===== config.mk =====
export PLATFORM = sky130hd
export DESIGN_NAME = psf_top
export DESIGN_NICKNAME = d
export VERILOG_FILES = /design/src/logic/psf_pkg.sv /design/src/logic/psf_top.sv
export SDC_FILE = /design/constraint.sdc
export NUM_CORES = 1
export LEC_CHECK = 0
export BUFFER_PORTS_ARGS = -buffer_cell sky130_fd_sc_hd__buf_2
export CAP_MARGIN = 20
export CORE_UTILIZATION = 52
export CTS_CLUSTER_SIZE = 25
export DETAILED_ROUTE_END_ITERATION = 12
export GPL_TIMING_DRIVEN = 0
export PLACE_DENSITY = 0.7
export RECOVER_POWER = 25
export SLEW_MARGIN = 20
export SYNTH_ARGS = -nofsm -noshare
export SYNTH_HDL_FRONTEND = slang
export SYNTH_SLANG_ARGS = --single-unit
export TNS_END_PERCENT = 5

===== constraint.sdc =====
create_clock -name clock -period 9 [get_ports clock]
set_clock_uncertainty 0.05 [all_clocks]
set_input_delay 0.45 -clock clock [delete_from_list [all_inputs] [get_ports clock]]
set_output_delay 0.45 -clock clock [all_outputs]
set_load 0.01 [all_outputs]

===== src/logic/psf_pkg.sv =====
// Constants, types and register map of the packet sync and address filter.
// Assumes one device clock; all users qualify names with the package.
package psf_pkg;
  // Register offsets
  localparam logic [5:0] A_THR  = 6'h03;
  localparam logic [5:0] A_SHI  = 6'h04;
  localparam logic [5:0] A_SLO  = 6'h05;
  localparam logic [5:0] A_LEN  = 6'h06;
  localparam logic [5:0] A_CTL1 = 6'h07;
  localparam logic [5:0] A_CTL0 = 6'h08;
  localparam logic [5:0] A_ADDR = 6'h09;
  localparam logic [5:0] A_STAT = 6'h30;
  // Reset values and writable masks
  localparam logic [7:0] RST_THR  = 8'h07;
  localparam logic [7:0] RST_SHI  = 8'hD3;
  localparam logic [7:0] RST_SLO  = 8'h91;
  localparam logic [7:0] RST_LEN  = 8'hFF;
  localparam logic [7:0] RST_CTL1 = 8'h04;
  localparam logic [7:0] RST_CTL0 = 8'h45;
  localparam logic [7:0] RST_ADDR = 8'h00;
  localparam logic [7:0] MSK_CTL1 = 8'hEF;
  localparam logic [7:0] MSK_CTL0 = 8'h77;
  // Field positions
  localparam int PQT_LSB   = 5;
  localparam int PURGE_BIT = 3;
  localparam int TRAIL_BIT = 2;
  localparam int OVF_BIT   = 7;
  // Length modes and address filter settings
  localparam logic [1:0] LEN_FIXED = 2'h0;
  localparam logic [1:0] LEN_VAR   = 2'h1;
  localparam logic [1:0] LEN_INF   = 2'h2;
  localparam logic [1:0] AF_NONE   = 2'h0;
  localparam logic [1:0] AF_ZERO   = 2'h2;
  localparam logic [1:0] AF_BOTH   = 2'h3;
  localparam logic [7:0] BC_ZERO   = 8'h00;
  localparam logic [7:0] BC_ONES   = 8'hFF;
  // Quality estimator steps and FIFO shape
  localparam logic [7:0] PQE_UP    = 8'h01;
  localparam logic [7:0] PQE_DOWN  = 8'h08;
  localparam logic [6:0] THR_STEP  = 7'h04;
  localparam int FIFO_W = 8;
  localparam int FIFO_D = 8;

  typedef struct packed {
    logic [15:0] sync;
    logic [7:0]  len;
    logic [2:0]  preamble_quality_limit;
    logic        purge;
    logic        trail;
    logic [1:0]  adrchk;
    logic [1:0]  lenmode;
    logic [7:0]  addr;
    logic [3:0]  thr;
  } psf_cfg_t;

  typedef enum logic [4:0] {
    ST_SEARCH = 5'h01,
    ST_LEN    = 5'h02,
    ST_BODY   = 5'h04,
    ST_STAT1  = 5'h08,
    ST_STAT2  = 5'h10
  } psf_state_t;
endpackage : psf_pkg


===== src/logic/psf_top.sv =====
// Receive packet framer: sync search, length, address filter, trailer, FIFO.
// Assumes link clock/data from pins, rssi/lqi/crc_ok from same-clock logic.
//
// Behaviour
// - Sync pattern upper byte comes from sync high register, reset D3.
// - Sync pattern lower byte comes from sync low register, reset 91.
// - Fixed length mode uses the length register, reset FF, as exact length.
// - Variable length mode treats the length register as the maximum.
// - Quality counter adds one for each bit differing from the previous.
// - Quality counter subtracts eight for each bit equal to the previous.
// - Sync detection allowed only when counter reaches four times threshold.
// - Threshold zero accepts a matching sync pattern unconditionally.
// - With purge bit set, a CRC failure empties the receive FIFO.
// - Trailer enable, set at reset, appends two status bytes.
// - Status bytes carry signal strength, link quality and CRC flag.
// - Filter 00 none, 01 address only, 10 address plus 00 broadcast.
// - Filter 11 also accepts 00 and FF as broadcast.
// - Threshold reached when FIFO byte count is at least four times (threshold plus one).
// - Address byte is compared with the programmed device address.
// - Variable length takes the length from the first byte after sync.
// - Length mode 00 fixed, 10 unbounded, 11 reserved.
`timescale 1ns/1ns

module psf_fifo #(
  parameter int W = 8,
  parameter int D = 8
) (
  input  wire logic         clock,
  input  wire logic         rst,
  input  wire logic         ce,
  input  wire logic         flush,
  input  wire logic         in_valid,
  output logic              in_ready,
  input  wire logic [W-1:0] in_data,
  output logic              out_valid,
  input  wire logic         out_ready,
  output logic [W-1:0]      out_data,
  output logic [$clog2(D):0] count
);
  localparam int PW = $clog2(D);
  logic [W-1:0] mem [D];
  logic [PW:0]  wp;
  logic [PW:0]  rp;
  logic [PW:0]  next_wp;
  logic [PW:0]  next_rp;
  logic         wr;
  logic         rd;

  assign count     = wp - rp;
  assign in_ready  = (count != (PW+1)'(D));
  assign out_valid = (count != '0);
  assign out_data  = mem[rp[PW-1:0]];
  assign wr        = in_valid && in_ready;
  assign rd        = out_valid && out_ready;

  always_comb begin
    next_wp = wp;
    next_rp = rp;
    if (flush) begin
      next_wp = '0;
      next_rp = '0;
    end else begin
      if (wr) next_wp = wp + 1'b1;
      if (rd) next_rp = rp + 1'b1;
    end
  end

  always_ff @(posedge clock or posedge rst) begin
    if (rst) begin
      wp <= '0;
      rp <= '0;
    end else if (ce) begin
      wp <= next_wp;
      rp <= next_rp;
    end
  end

  always_ff @(posedge clock) begin
    if (ce && wr && !flush) mem[wp[PW-1:0]] <= in_data;
  end
endmodule : psf_fifo

module psf_top (
  // Clock, reset, enable
  input  wire logic       clock,
  input  wire logic       rst,
  input  wire logic       ce,
  // Register port
  input  wire logic       reg_wr,
  input  wire logic [5:0] reg_addr,
  input  wire logic [7:0] reg_wdata,
  output logic [7:0]      reg_rdata,
  // Link pins
  input  wire logic       link_clk,
  input  wire logic       link_data,
  // Receive quality from demodulator
  input  wire logic [7:0] rssi,
  input  wire logic [6:0] lqi,
  input  wire logic       crc_ok,
  // Receive byte stream
  output logic            out_valid,
  input  wire logic       out_ready,
  output logic [7:0]      out_data,
  // Events
  output logic            sync_seen,
  output logic            pkt_end,
  output logic            thr_hit
);
  // Address filter decision
  function automatic logic addr_ok(input logic [7:0] a, input psf_pkg::psf_cfg_t c);
    addr_ok = (a == c.addr)
           || (c.adrchk[1] && a == psf_pkg::BC_ZERO)
           || (c.adrchk == psf_pkg::AF_BOTH && a == psf_pkg::BC_ONES);
  endfunction : addr_ok

  logic [7:0] r_thr, r_shi, r_slo, r_len, r_c1, r_c0, r_adr;
  logic [7:0] next_thr, next_shi, next_slo, next_len, next_c1, next_c0, next_adr;
  logic [7:0] next_rdata;
  logic       ovf_clr;
  psf_pkg::psf_cfg_t cfg;

  assign cfg.sync    = {r_shi, r_slo};
  assign cfg.len     = r_len;
  assign cfg.preamble_quality_limit     = r_c1[psf_pkg::PQT_LSB +: 3];
  assign cfg.purge   = r_c1[psf_pkg::PURGE_BIT];
  assign cfg.trail   = r_c1[psf_pkg::TRAIL_BIT];
  assign cfg.adrchk  = r_c1[1:0];
  assign cfg.lenmode = r_c0[1:0];
  assign cfg.addr    = r_adr;
  assign cfg.thr     = r_thr[3:0];

  logic       ck1, ck2, ck3, dt1, dt2, prev;
  logic [7:0] pqe, next_pqe;
  logic [15:0] shr;
  logic       tick, match, gate;
  psf_pkg::psf_state_t st, next_st;
  logic [2:0] bcnt, next_bcnt;
  logic [7:0] bsr, next_bsr, rem, next_rem, pd, next_pd, nb;
  logic       first, next_first, pv, next_pv, ovf, next_ovf;
  logic       next_sync_seen, next_pkt_end, bdone, flush, fin, load;
  logic       f_rdy, f_ov, f_take, next_ov;
  logic [7:0] f_d, next_od;
  logic [3:0] f_cnt;
  logic [6:0] thr_lvl;

  // Register file
  always_comb begin
    next_thr = r_thr;
    next_shi = r_shi;
    next_slo = r_slo;
    next_len = r_len;
    next_c1  = r_c1;
    next_c0  = r_c0;
    next_adr = r_adr;
    ovf_clr  = 1'b0;
    if (reg_wr) begin
      unique case (reg_addr)
        psf_pkg::A_THR:  next_thr = reg_wdata;
        psf_pkg::A_SHI:  next_shi = reg_wdata;
        psf_pkg::A_SLO:  next_slo = reg_wdata;
        psf_pkg::A_LEN:  next_len = reg_wdata;
        psf_pkg::A_CTL1: next_c1  = reg_wdata & psf_pkg::MSK_CTL1;
        psf_pkg::A_CTL0: next_c0  = reg_wdata & psf_pkg::MSK_CTL0;
        psf_pkg::A_ADDR: next_adr = reg_wdata;
        psf_pkg::A_STAT: ovf_clr  = reg_wdata[psf_pkg::OVF_BIT];
        default:         next_thr = r_thr;
      endcase
    end
    unique case (reg_addr)
      psf_pkg::A_THR:  next_rdata = r_thr;
      psf_pkg::A_SHI:  next_rdata = r_shi;
      psf_pkg::A_SLO:  next_rdata = r_slo;
      psf_pkg::A_LEN:  next_rdata = r_len;
      psf_pkg::A_CTL1: next_rdata = r_c1;
      psf_pkg::A_CTL0: next_rdata = r_c0;
      psf_pkg::A_ADDR: next_rdata = r_adr;
      psf_pkg::A_STAT: next_rdata = {ovf, st != psf_pkg::ST_SEARCH, pv, 1'b0, f_cnt};
      default:         next_rdata = 8'h00;
    endcase
  end

  always_ff @(posedge clock or posedge rst) begin
    if (rst) begin
      r_thr     <= psf_pkg::RST_THR;
      r_shi     <= psf_pkg::RST_SHI;
      r_slo     <= psf_pkg::RST_SLO;
      r_len     <= psf_pkg::RST_LEN;
      r_c1      <= psf_pkg::RST_CTL1;
      r_c0      <= psf_pkg::RST_CTL0;
      r_adr     <= psf_pkg::RST_ADDR;
      reg_rdata <= 8'h00;
    end else if (ce) begin
      r_thr     <= next_thr;
      r_shi     <= next_shi;
      r_slo     <= next_slo;
      r_len     <= next_len;
      r_c1      <= next_c1;
      r_c0      <= next_c0;
      r_adr     <= next_adr;
      reg_rdata <= next_rdata;
    end
  end

  // Link sampling and quality estimator
  assign tick  = ck2 && !ck3;
  assign match = ({shr[14:0], dt2} == cfg.sync);
  assign gate  = (cfg.preamble_quality_limit == 3'h0) || (pqe >= {3'h0, cfg.preamble_quality_limit, 2'h0});

  always_comb begin
    next_pqe = pqe;
    if (tick) begin
      if (dt2 != prev) next_pqe = (pqe == 8'hFF) ? pqe : pqe + psf_pkg::PQE_UP;
      else next_pqe = (pqe < psf_pkg::PQE_DOWN) ? 8'h00 : pqe - psf_pkg::PQE_DOWN;
    end
  end

  always_ff @(posedge clock or posedge rst) begin
    if (rst) begin
      {ck1, ck2, ck3, dt1, dt2, prev} <= 6'h00;
      pqe <= 8'h00;
      shr <= 16'h0000;
    end else if (ce) begin
      ck1 <= link_clk;
      ck2 <= ck1;
      ck3 <= ck2;
      dt1 <= link_data;
      dt2 <= dt1;
      pqe <= next_pqe;
      if (tick) begin
        prev <= dt2;
        shr  <= {shr[14:0], dt2};
      end
    end
  end

  // Packet engine
  assign nb    = {bsr[6:0], dt2};
  assign bdone = tick && (bcnt == 3'h7);

  always_comb begin
    next_st        = st;
    next_bcnt      = bcnt;
    next_bsr       = bsr;
    next_rem       = rem;
    next_first     = first;
    next_pv        = pv;
    next_pd        = pd;
    next_ovf       = ovf;
    next_sync_seen = 1'b0;
    next_pkt_end   = 1'b0;
    flush          = 1'b0;
    fin            = 1'b0;
    load           = 1'b0;
    if (tick) begin
      next_bsr  = nb;
      next_bcnt = bcnt + 3'h1;
    end
    if (pv && f_rdy) next_pv = 1'b0;
    unique case (st)
      psf_pkg::ST_SEARCH: begin
        if (tick && match && gate) begin
          next_bcnt      = 3'h0;
          next_sync_seen = 1'b1;
          next_first     = 1'b1;
          next_rem       = cfg.len;
          if (cfg.lenmode == psf_pkg::LEN_VAR) next_st = psf_pkg::ST_LEN;
          else next_st = psf_pkg::ST_BODY;
        end
      end
      psf_pkg::ST_LEN: begin
        if (bdone) begin
          if (nb == 8'h00 || nb > cfg.len) next_st = psf_pkg::ST_SEARCH;
          else begin
            next_pv  = 1'b1;
            next_pd  = nb;
            next_rem = nb;
            load     = 1'b1;
            next_st  = psf_pkg::ST_BODY;
          end
        end
      end
      psf_pkg::ST_BODY: begin
        if (bdone) begin
          next_first = 1'b0;
          if (first && cfg.adrchk != psf_pkg::AF_NONE && !addr_ok(nb, cfg)) begin
            flush   = 1'b1;
            next_st = psf_pkg::ST_SEARCH;
          end else begin
            next_pv  = 1'b1;
            next_pd  = nb;
            next_rem = rem - 8'h01;
            load     = 1'b1;
            if (cfg.lenmode != psf_pkg::LEN_INF && rem == 8'h01) begin
              if (cfg.trail) next_st = psf_pkg::ST_STAT1;
              else fin = 1'b1;
            end
          end
        end
      end
      psf_pkg::ST_STAT1: begin
        if (!pv) begin
          next_pv = 1'b1;
          next_pd = rssi;
          next_st = psf_pkg::ST_STAT2;
        end
      end
      psf_pkg::ST_STAT2: begin
        if (!pv) begin
          next_pv = 1'b1;
          next_pd = {crc_ok, lqi};
          fin     = 1'b1;
        end
      end
      default: next_st = psf_pkg::ST_SEARCH;
    endcase
    if (ovf_clr) next_ovf = 1'b0;
    if (pv && !f_rdy && load) begin
      next_ovf = 1'b1;
      next_pd  = pd;
    end
    if (fin) begin
      next_st      = psf_pkg::ST_SEARCH;
      next_pkt_end = 1'b1;
      if (cfg.purge && !crc_ok) flush = 1'b1;
    end
    if (flush) next_pv = 1'b0;
  end

  always_ff @(posedge clock or posedge rst) begin
    if (rst) begin
      st        <= psf_pkg::ST_SEARCH;
      bcnt      <= 3'h0;
      bsr       <= 8'h00;
      rem       <= 8'h00;
      first     <= 1'b0;
      pv        <= 1'b0;
      pd        <= 8'h00;
      ovf       <= 1'b0;
      sync_seen <= 1'b0;
      pkt_end   <= 1'b0;
    end else if (ce) begin
      st        <= next_st;
      bcnt      <= next_bcnt;
      bsr       <= next_bsr;
      rem       <= next_rem;
      first     <= next_first;
      pv        <= next_pv;
      pd        <= next_pd;
      ovf       <= next_ovf;
      sync_seen <= next_sync_seen;
      pkt_end   <= next_pkt_end;
    end
  end

  // Receive FIFO and registered output stage
  psf_fifo #(.W(psf_pkg::FIFO_W), .D(psf_pkg::FIFO_D)) u_fifo (
    .clock     (clock),
    .rst       (rst),
    .ce        (ce),
    .flush     (flush),
    .in_valid  (pv),
    .in_ready  (f_rdy),
    .in_data   (pd),
    .out_valid (f_ov),
    .out_ready (f_take),
    .out_data  (f_d),
    .count     (f_cnt)
  );

  assign f_take  = !out_valid || out_ready;
  assign thr_lvl = 7'((7'(cfg.thr) + 7'h01) * psf_pkg::THR_STEP);

  always_comb begin
    next_ov = out_valid;
    next_od = out_data;
    if (flush) next_ov = 1'b0;
    else if (f_take) begin
      next_ov = f_ov;
      if (f_ov) next_od = f_d;
    end
  end

  always_ff @(posedge clock or posedge rst) begin
    if (rst) begin
      out_valid <= 1'b0;
      out_data  <= 8'h00;
      thr_hit   <= 1'b0;
    end else if (ce) begin
      out_valid <= next_ov;
      out_data  <= next_od;
      thr_hit   <= ({3'h0, f_cnt} >= thr_lvl);
    end
  end
endmodule : psf_top


Yosys cells after proc, flatten, opt, wreduce, memory -nomap -nowiden:

Memory sizes are Yosys's and may differ from the RTL's. A register that Yosys moved wholly into a read port is not among the register bits.
Index checks and enable logic that the tools add are counted.

* equal/unequal tests: 40
* mux-type cells: 71
* reductions and logical operators: 57
* magnitude comparators: 4
* $add $sub $neg: 8
* bitwise logic cells: 2

Operators by type and width (count)
* 2-to-1 mux 8 bit: 12
* one-hot mux 8 bit (8 select lines): 1
* 2-to-1 mux 5 bit: 8
* 2-to-1 mux 1 bit: 34
* one-hot mux 8 bit (4 select lines): 1
* one-hot mux 5 bit (5 select lines): 1
* equality test 6 x 3 -> 1 bit (second input constant): 4
* one-hot mux 8 bit (3 select lines): 1
* AND reduction 3 bit: 8
* != test 2 bit (second input constant): 10
* equality test 16 bit: 1
* equality test 8 bit (second input constant): 2
* logical AND 1 bit: 16
* 2-to-1 mux 4 bit: 4
* 2-to-1 mux 3 bit: 5
* equality test 6 x 4 -> 1 bit (second input constant): 2
* != test 3 bit (second input constant): 4
* != test 4 bit (second input constant): 3
* nonzero test 2 bit: 6
* AND reduction 2 bit: 5
* AND reduction 9 bit: 1
* adder 4 x 1 -> 4 bit (second input constant): 2
* adder 8 x 1 -> 8 bit (second input constant): 1
* equality test 8 x 1 -> 1 bit (second input constant): 1
* other kinds (35): 49

* output and inout bits: 20
* word-level logic and storage cells: 213
* register bits after elaboration: 136
* bits in writable memories: 64
* memories kept: 1
* bits of input ports: 37

Memory list
* u_fifo.mem: depth 8, width 8, read ports 1, clocked after Yosys merged registers in 1, wr ports 1, RTL line psf_top.sv:41 `logic [W-1:0] mem [D];`

Depth between registers and ports, before layout:

* word-level depth: 15
* depth in mapped cells: 12
* mapped depth without buffers: 11

Modules after synthesis:

Synthesis repeated with hierarchy kept, for this count alone.

* cells, all modules: 896
* area, all modules: 10214.8 µm²

Modules (own cells, without submodules)
* psf_top: area each 7028.0 µm², cells an instance 699, times used 1, sequential area each 3233.1 µm²
* psf_fifo: area each 3186.8 µm², cells an instance 197, times used 1, sequential area each 2122.0 µm²

Least setup slack after synthesis:

Ideal clock, no wire load.

* kind: reg-to-reg
* start point: register dt2
* end point: memory u_fifo.mem[2][0], enable pin
* slack: 5.431 ns
* data arrival time: 3.121 ns
* stages on the path, launching flop included: 9
* buffers on the path: 0
* library setup time: 0.398 ns
* period minus slack after synthesis: 3.569 ns
* required time: 8.552 ns
* path through: dfrtp_1 inv_1 ha_1 or4b_4 nor4_4 o31ai_2 a32o_2 or2_2 nor4b_1

* word-level cells in the longest chain between the ends: 15
* elaborated cells on any way between the ends: 21
* those cells by class: 2 x eq/ne; 10 x mux; 9 x reduce/logical

RTL lines
* start, declared: RTL line psf_top.sv:132 `logic ck1, ck2, ck3, dt1, dt2, prev;`
* start signal, assigned: RTL line psf_top.sv:227 `dt2 <= dt1;`
* logical NOT 8 bit: RTL line psf_top.sv:112 `|| (c.adrchk[1] && a == psf_pkg::BC_ZERO)`
* logical AND 1 bit: RTL line psf_top.sv:112
* logical OR 1 bit: RTL line psf_top.sv:112
* logical OR 1 bit (*): RTL line psf_top.sv:113 `|| (c.adrchk == psf_pkg::AF_BOTH && a == psf_pkg::BC_ONES);`
* logical NOT 1 bit (*): RTL line psf_top.sv:285 `if (first && cfg.adrchk != psf_pkg::AF_NONE && !addr_ok(nb, cfg)) begin`
* logical AND 1 bit (*): RTL line psf_top.sv:285
* 2-to-1 mux 1 bit: RTL line psf_top.sv:285
* 2-to-1 mux 1 bit: RTL line psf_top.sv:283 `if (bdone) begin`
* 2-to-1 mux 1 bit: RTL line psf_top.sv:259 `unique case (st)`
* 2-to-1 mux 1 bit: RTL line psf_top.sv:324 `if (cfg.purge && !crc_ok) flush = 1'b1;`
* 2-to-1 mux 1 bit (*): RTL line psf_top.sv:321 `if (fin) begin`
* logical NOT 1 bit (*): RTL line psf_top.sv:79 `if (ce && wr && !flush) mem[wp[PW-1:0]] <= in_data;`
* logical AND 1 bit (*): RTL line psf_top.sv:79
* 2-to-1 mux 1 bit (*): RTL line psf_top.sv:79
* 2-to-1 mux 1 bit (not written as such) (*): RTL line psf_top.sv:79
* end, declared: RTL line psf_top.sv:41

Every way passes the cells marked *; elsewhere a longest branch is shown, timed or not.

Final worst setup path:

* start point: register u_fifo.rp[1]
* end point: memory u_fifo.mem[2][6], enable pin

* word-level cells in the longest chain between the ends: 7

RTL lines
* start, declared: RTL line psf_top.sv:43 `logic [PW:0] rp;`
* start signal, assigned: RTL line psf_top.sv:74 `rp <= next_rp;`
* subtractor 4 bit: RTL line psf_top.sv:49 `assign count = wp - rp;`
* != test 4 bit: RTL line psf_top.sv:50 `assign in_ready = (count != (PW+1)'(D));`
* logical AND 1 bit: RTL line psf_top.sv:53 `assign wr = in_valid && in_ready;`
* logical AND 1 bit (2 in a row): RTL line psf_top.sv:79
* 2-to-1 mux 1 bit: RTL line psf_top.sv:79
* 2-to-1 mux 1 bit (not written as such): RTL line psf_top.sv:79

No other way between the ends.

==> impl_metrics.toml <==
[floorplanning]
core_region_area_sq_mm = 0.0188
die_h_um = 141
pin_count = 57
die_x_um = 141
start_util_pct = 53.3
dieArea_sq_mm = 0.0198
std_cell_rows = 50

[hold_path]
hp-class = "in -> reg"
worstHoldStart = "link_clk"
min_path_cells = 2
whs_endpoint = "ck1$_DFFE_PP0P_"

[sta]
slew_violations = 49
maxSlewHeadroom_pct = -53.5
tightestPinTransition_ns = 2.29
setup_tns_ns = 0
period_share_pct = 42.7
finalCriticalPeriod_ns = 3.84
grt_setup_unrepaired = "false"
setup-violations-final = 0
finalHoldViolCount = 0
whs_ns = 0.179
max_freq_mhz = 260

[synth]
syn_inst = 852
yosys_warnings = 0
yosysMostFrequentCell = "nand2_1"
synth_edf_count = 64
ys_async_sr_fraction_pct = 68.0
yosysTopAreaCellShare_pct = 28.0
synth_seq_area_share_pct = 53.6
yosysTopAreaCell = "dfrtp_1"
synth_cell_types = 74
ys_top_cells_by_count = "nand2_1, dfrtp_1, mux2_2"
netlist_area_sq_mm = 0.0100
synthTopCellsByArea = "dfrtp_1, edfxtp_1, mux2_2, dfstp_2, nand2_1"
synthesis.nets = 919
avgSynthCellArea_sq_um = 11.7
synth-main-ff-cell = "dfrtp_1"
ys_ff_latch = 200

[critical_path]
r2r-end = "u_fifo.mem[2][6]$_DFFE_PP_"
start_kind = "register"
crit_slowest_cell = "fa_1"
r2r-start = "u_fifo.rp[1]$_DFFE_PP0P_"
r2r_slack_ns = 5.16
crit_arrival_ns = 3.95
cp-end-kind = "register"
worstPathRequired_ns = 9.11
critPathLaunch = "u_fifo.rp[1]$_DFFE_PP0P_"
cp_num_cells = 10
cp_top_family = "simple AND/OR/NAND/NOR gates"
cpPeakStageDelay_ns = 0.63
crit_buf_inv = 3
critPathMaxFanout = 10
r2r_cells = 10
crit_type = "reg -> reg"
crit_chain = "clkbuf_1, inv_1, fa_1, nor2b_1, nand2_1, o31a_1, nand2_1, or2_2, nor4b_2, buf_4"
worst_path_most_repeated_cell = "nand2_1"

[route]
drc = 0
viasPerCell = 6.17
wirelength_um = 25400
dr.pass1.iters = 6
antenna_left = 0
num_vias = 7272
dr.first_iter.drc_count = 564
routedWlPerCell_um = 21.6

[place]
placed_area_sq_mm = 0.0107
placement.io_buffers = 55
gp_congestion = 0.882
dp.cells = 1146
place_hpwl_um = 18000

[final_layout]
fin_nets = 999
layout-drive-gt1-share_pct = 25.7
antenna_cells = 0
area_delta_synth_final_pct = 13.0
largest_reg_flops = 64
fill_cells = 1507
stdcell_area_sq_mm = 0.0113
fin_cells = 1179

[clock_network]
cts_setup_buffers = 0
cts_inserted_buffers = 17
htreeDepth = 4
clock_sink_count = 200
cts_buffer_depth = 2
cts_tree = "built"
clk_latency_ns = 0.45
path_clk_slew_ns = 0.08
clockRootBuffer = "clkbuf_16"

[run_status]
status = "finished with violations"
violations = "max-capacitance violations, max-slew violations"

[power_and_ir_drop]
p_per_area_mw_per_mm2 = 284
power_leakage_nw = 4.81
ir_worst_vdd_uv = 158

[global_routing]
grt_max_degree = 89
grtUsageTotal_pct = 27.2
gr-total-overflow = 0
first_global_vias = 7131
grt_first_pass_wirelength_um = 40100
antenna_found_initial = 0

[flow_run]
drv_cap = 1
==> report_power, final <==
group	switching (W)	leakage, nW	internal, W
combinational	0.000656	2.25	0.000493
sequential	0.000163	2.27	0.00113
clock	0.000396	0.297	0.000380
==> cell families (layout without fill, tap and decap cells) <==
family                   Yosys count  after routing  share of synthesized area [%]
XOR/XNOR                          28             28                           2.45
AO/OA/AOI/OAI                    170            170                           11.7
multiplexers                      93             93                           12.6
buffers and inverters             76            169                           3.55
flip-flops                       200            200                           53.6
adder cells (fa/ha/maj)           30             30                           3.83
AND/OR/NAND/NOR                  255            255                           12.4
==> metrics by stage <==
step           utilization (%)  setup WS (ns)  total power (W)
6_report                  60.2           5.16          0.00321
5_1_grt                   60.2           4.96          0.00341
4_1_cts                   60.2           5.18          0.00322
3_5_place_dp              56.9           5.17          0.00244
3_3_place_gp              56.3           3.09          0.00241
2_1_floorplan                -           4.90          0.00209
==> area by class of cell <==
type,instances,area (sq um),area share (%)
Buffer,37,209,1.85
Clock buffer,17,425,3.76
Clock inverter,15,189,1.67
Inverter,39,148,1.31
Multi-Input combinational cell,576,4340,38.4
Sequential cell,200,5360,47.4
Tap cell,234,293,2.59
Timing Repair Buffer,61,343,3.03
==> cells in the final DEF (no fill, tap or decap), drive strengths merged, types with 26 or more instances in the layout <==
cell type	netlist	layout
a21oi	26	26
buf	7	66
clkbuf	30	48
dfrtp	112	112
edfxtp	64	64
ha	29	29
inv	37	44
mux2	75	75
nand2	119	119
nor2	37	37
o21ai	47	47
==> metal layers <==
metal | GRT usage, % | vias to the layer above | wire (um)
met3 | 4.55 | 73 | 1340
li1 | - | 3308 | -
met5 | 0 | - | 0
met4 | 13.1 | 0 | 999
met1 | 36.1 | 3604 | 10900
met2 | 43.7 | 287 | 12200
==> worst reg2reg max path, stage by stage (launching register included) <==
cell and delay (ns):
dfrtp_1 0.38, clkbuf_1 0.49, inv_1 0.18, fa_1 0.63, nor2b_1 0.08, nand2_1 0.21
o31a_1 0.26, nand2_1 0.12, or2_2 0.35, nor4b_2 0.55, buf_4 0.26
==> worst max-delay path by stage <==
stage                                  to  slack, ns
2_1_floorplan         bcnt[0]$_DFFE_PP0P_       4.90
6_report       u_fifo.mem[2][6]$_DFFE_PP_       5.16
5_1_grt        u_fifo.mem[2][4]$_DFFE_PP_       4.96
4_1_cts        u_fifo.mem[2][4]$_DFFE_PP_       5.18
3_3_place_gp              ck1$_DFFE_PP0P_       3.09
3_5_place_dp   u_fifo.mem[2][7]$_DFFE_PP_       5.17
==> repair_timing <==
item	in CTS	in global routing
hold buffers	1	0
hold endpoints to repair	42	0
gates resized for setup	0	0
(Power assumes the default switching activity.)
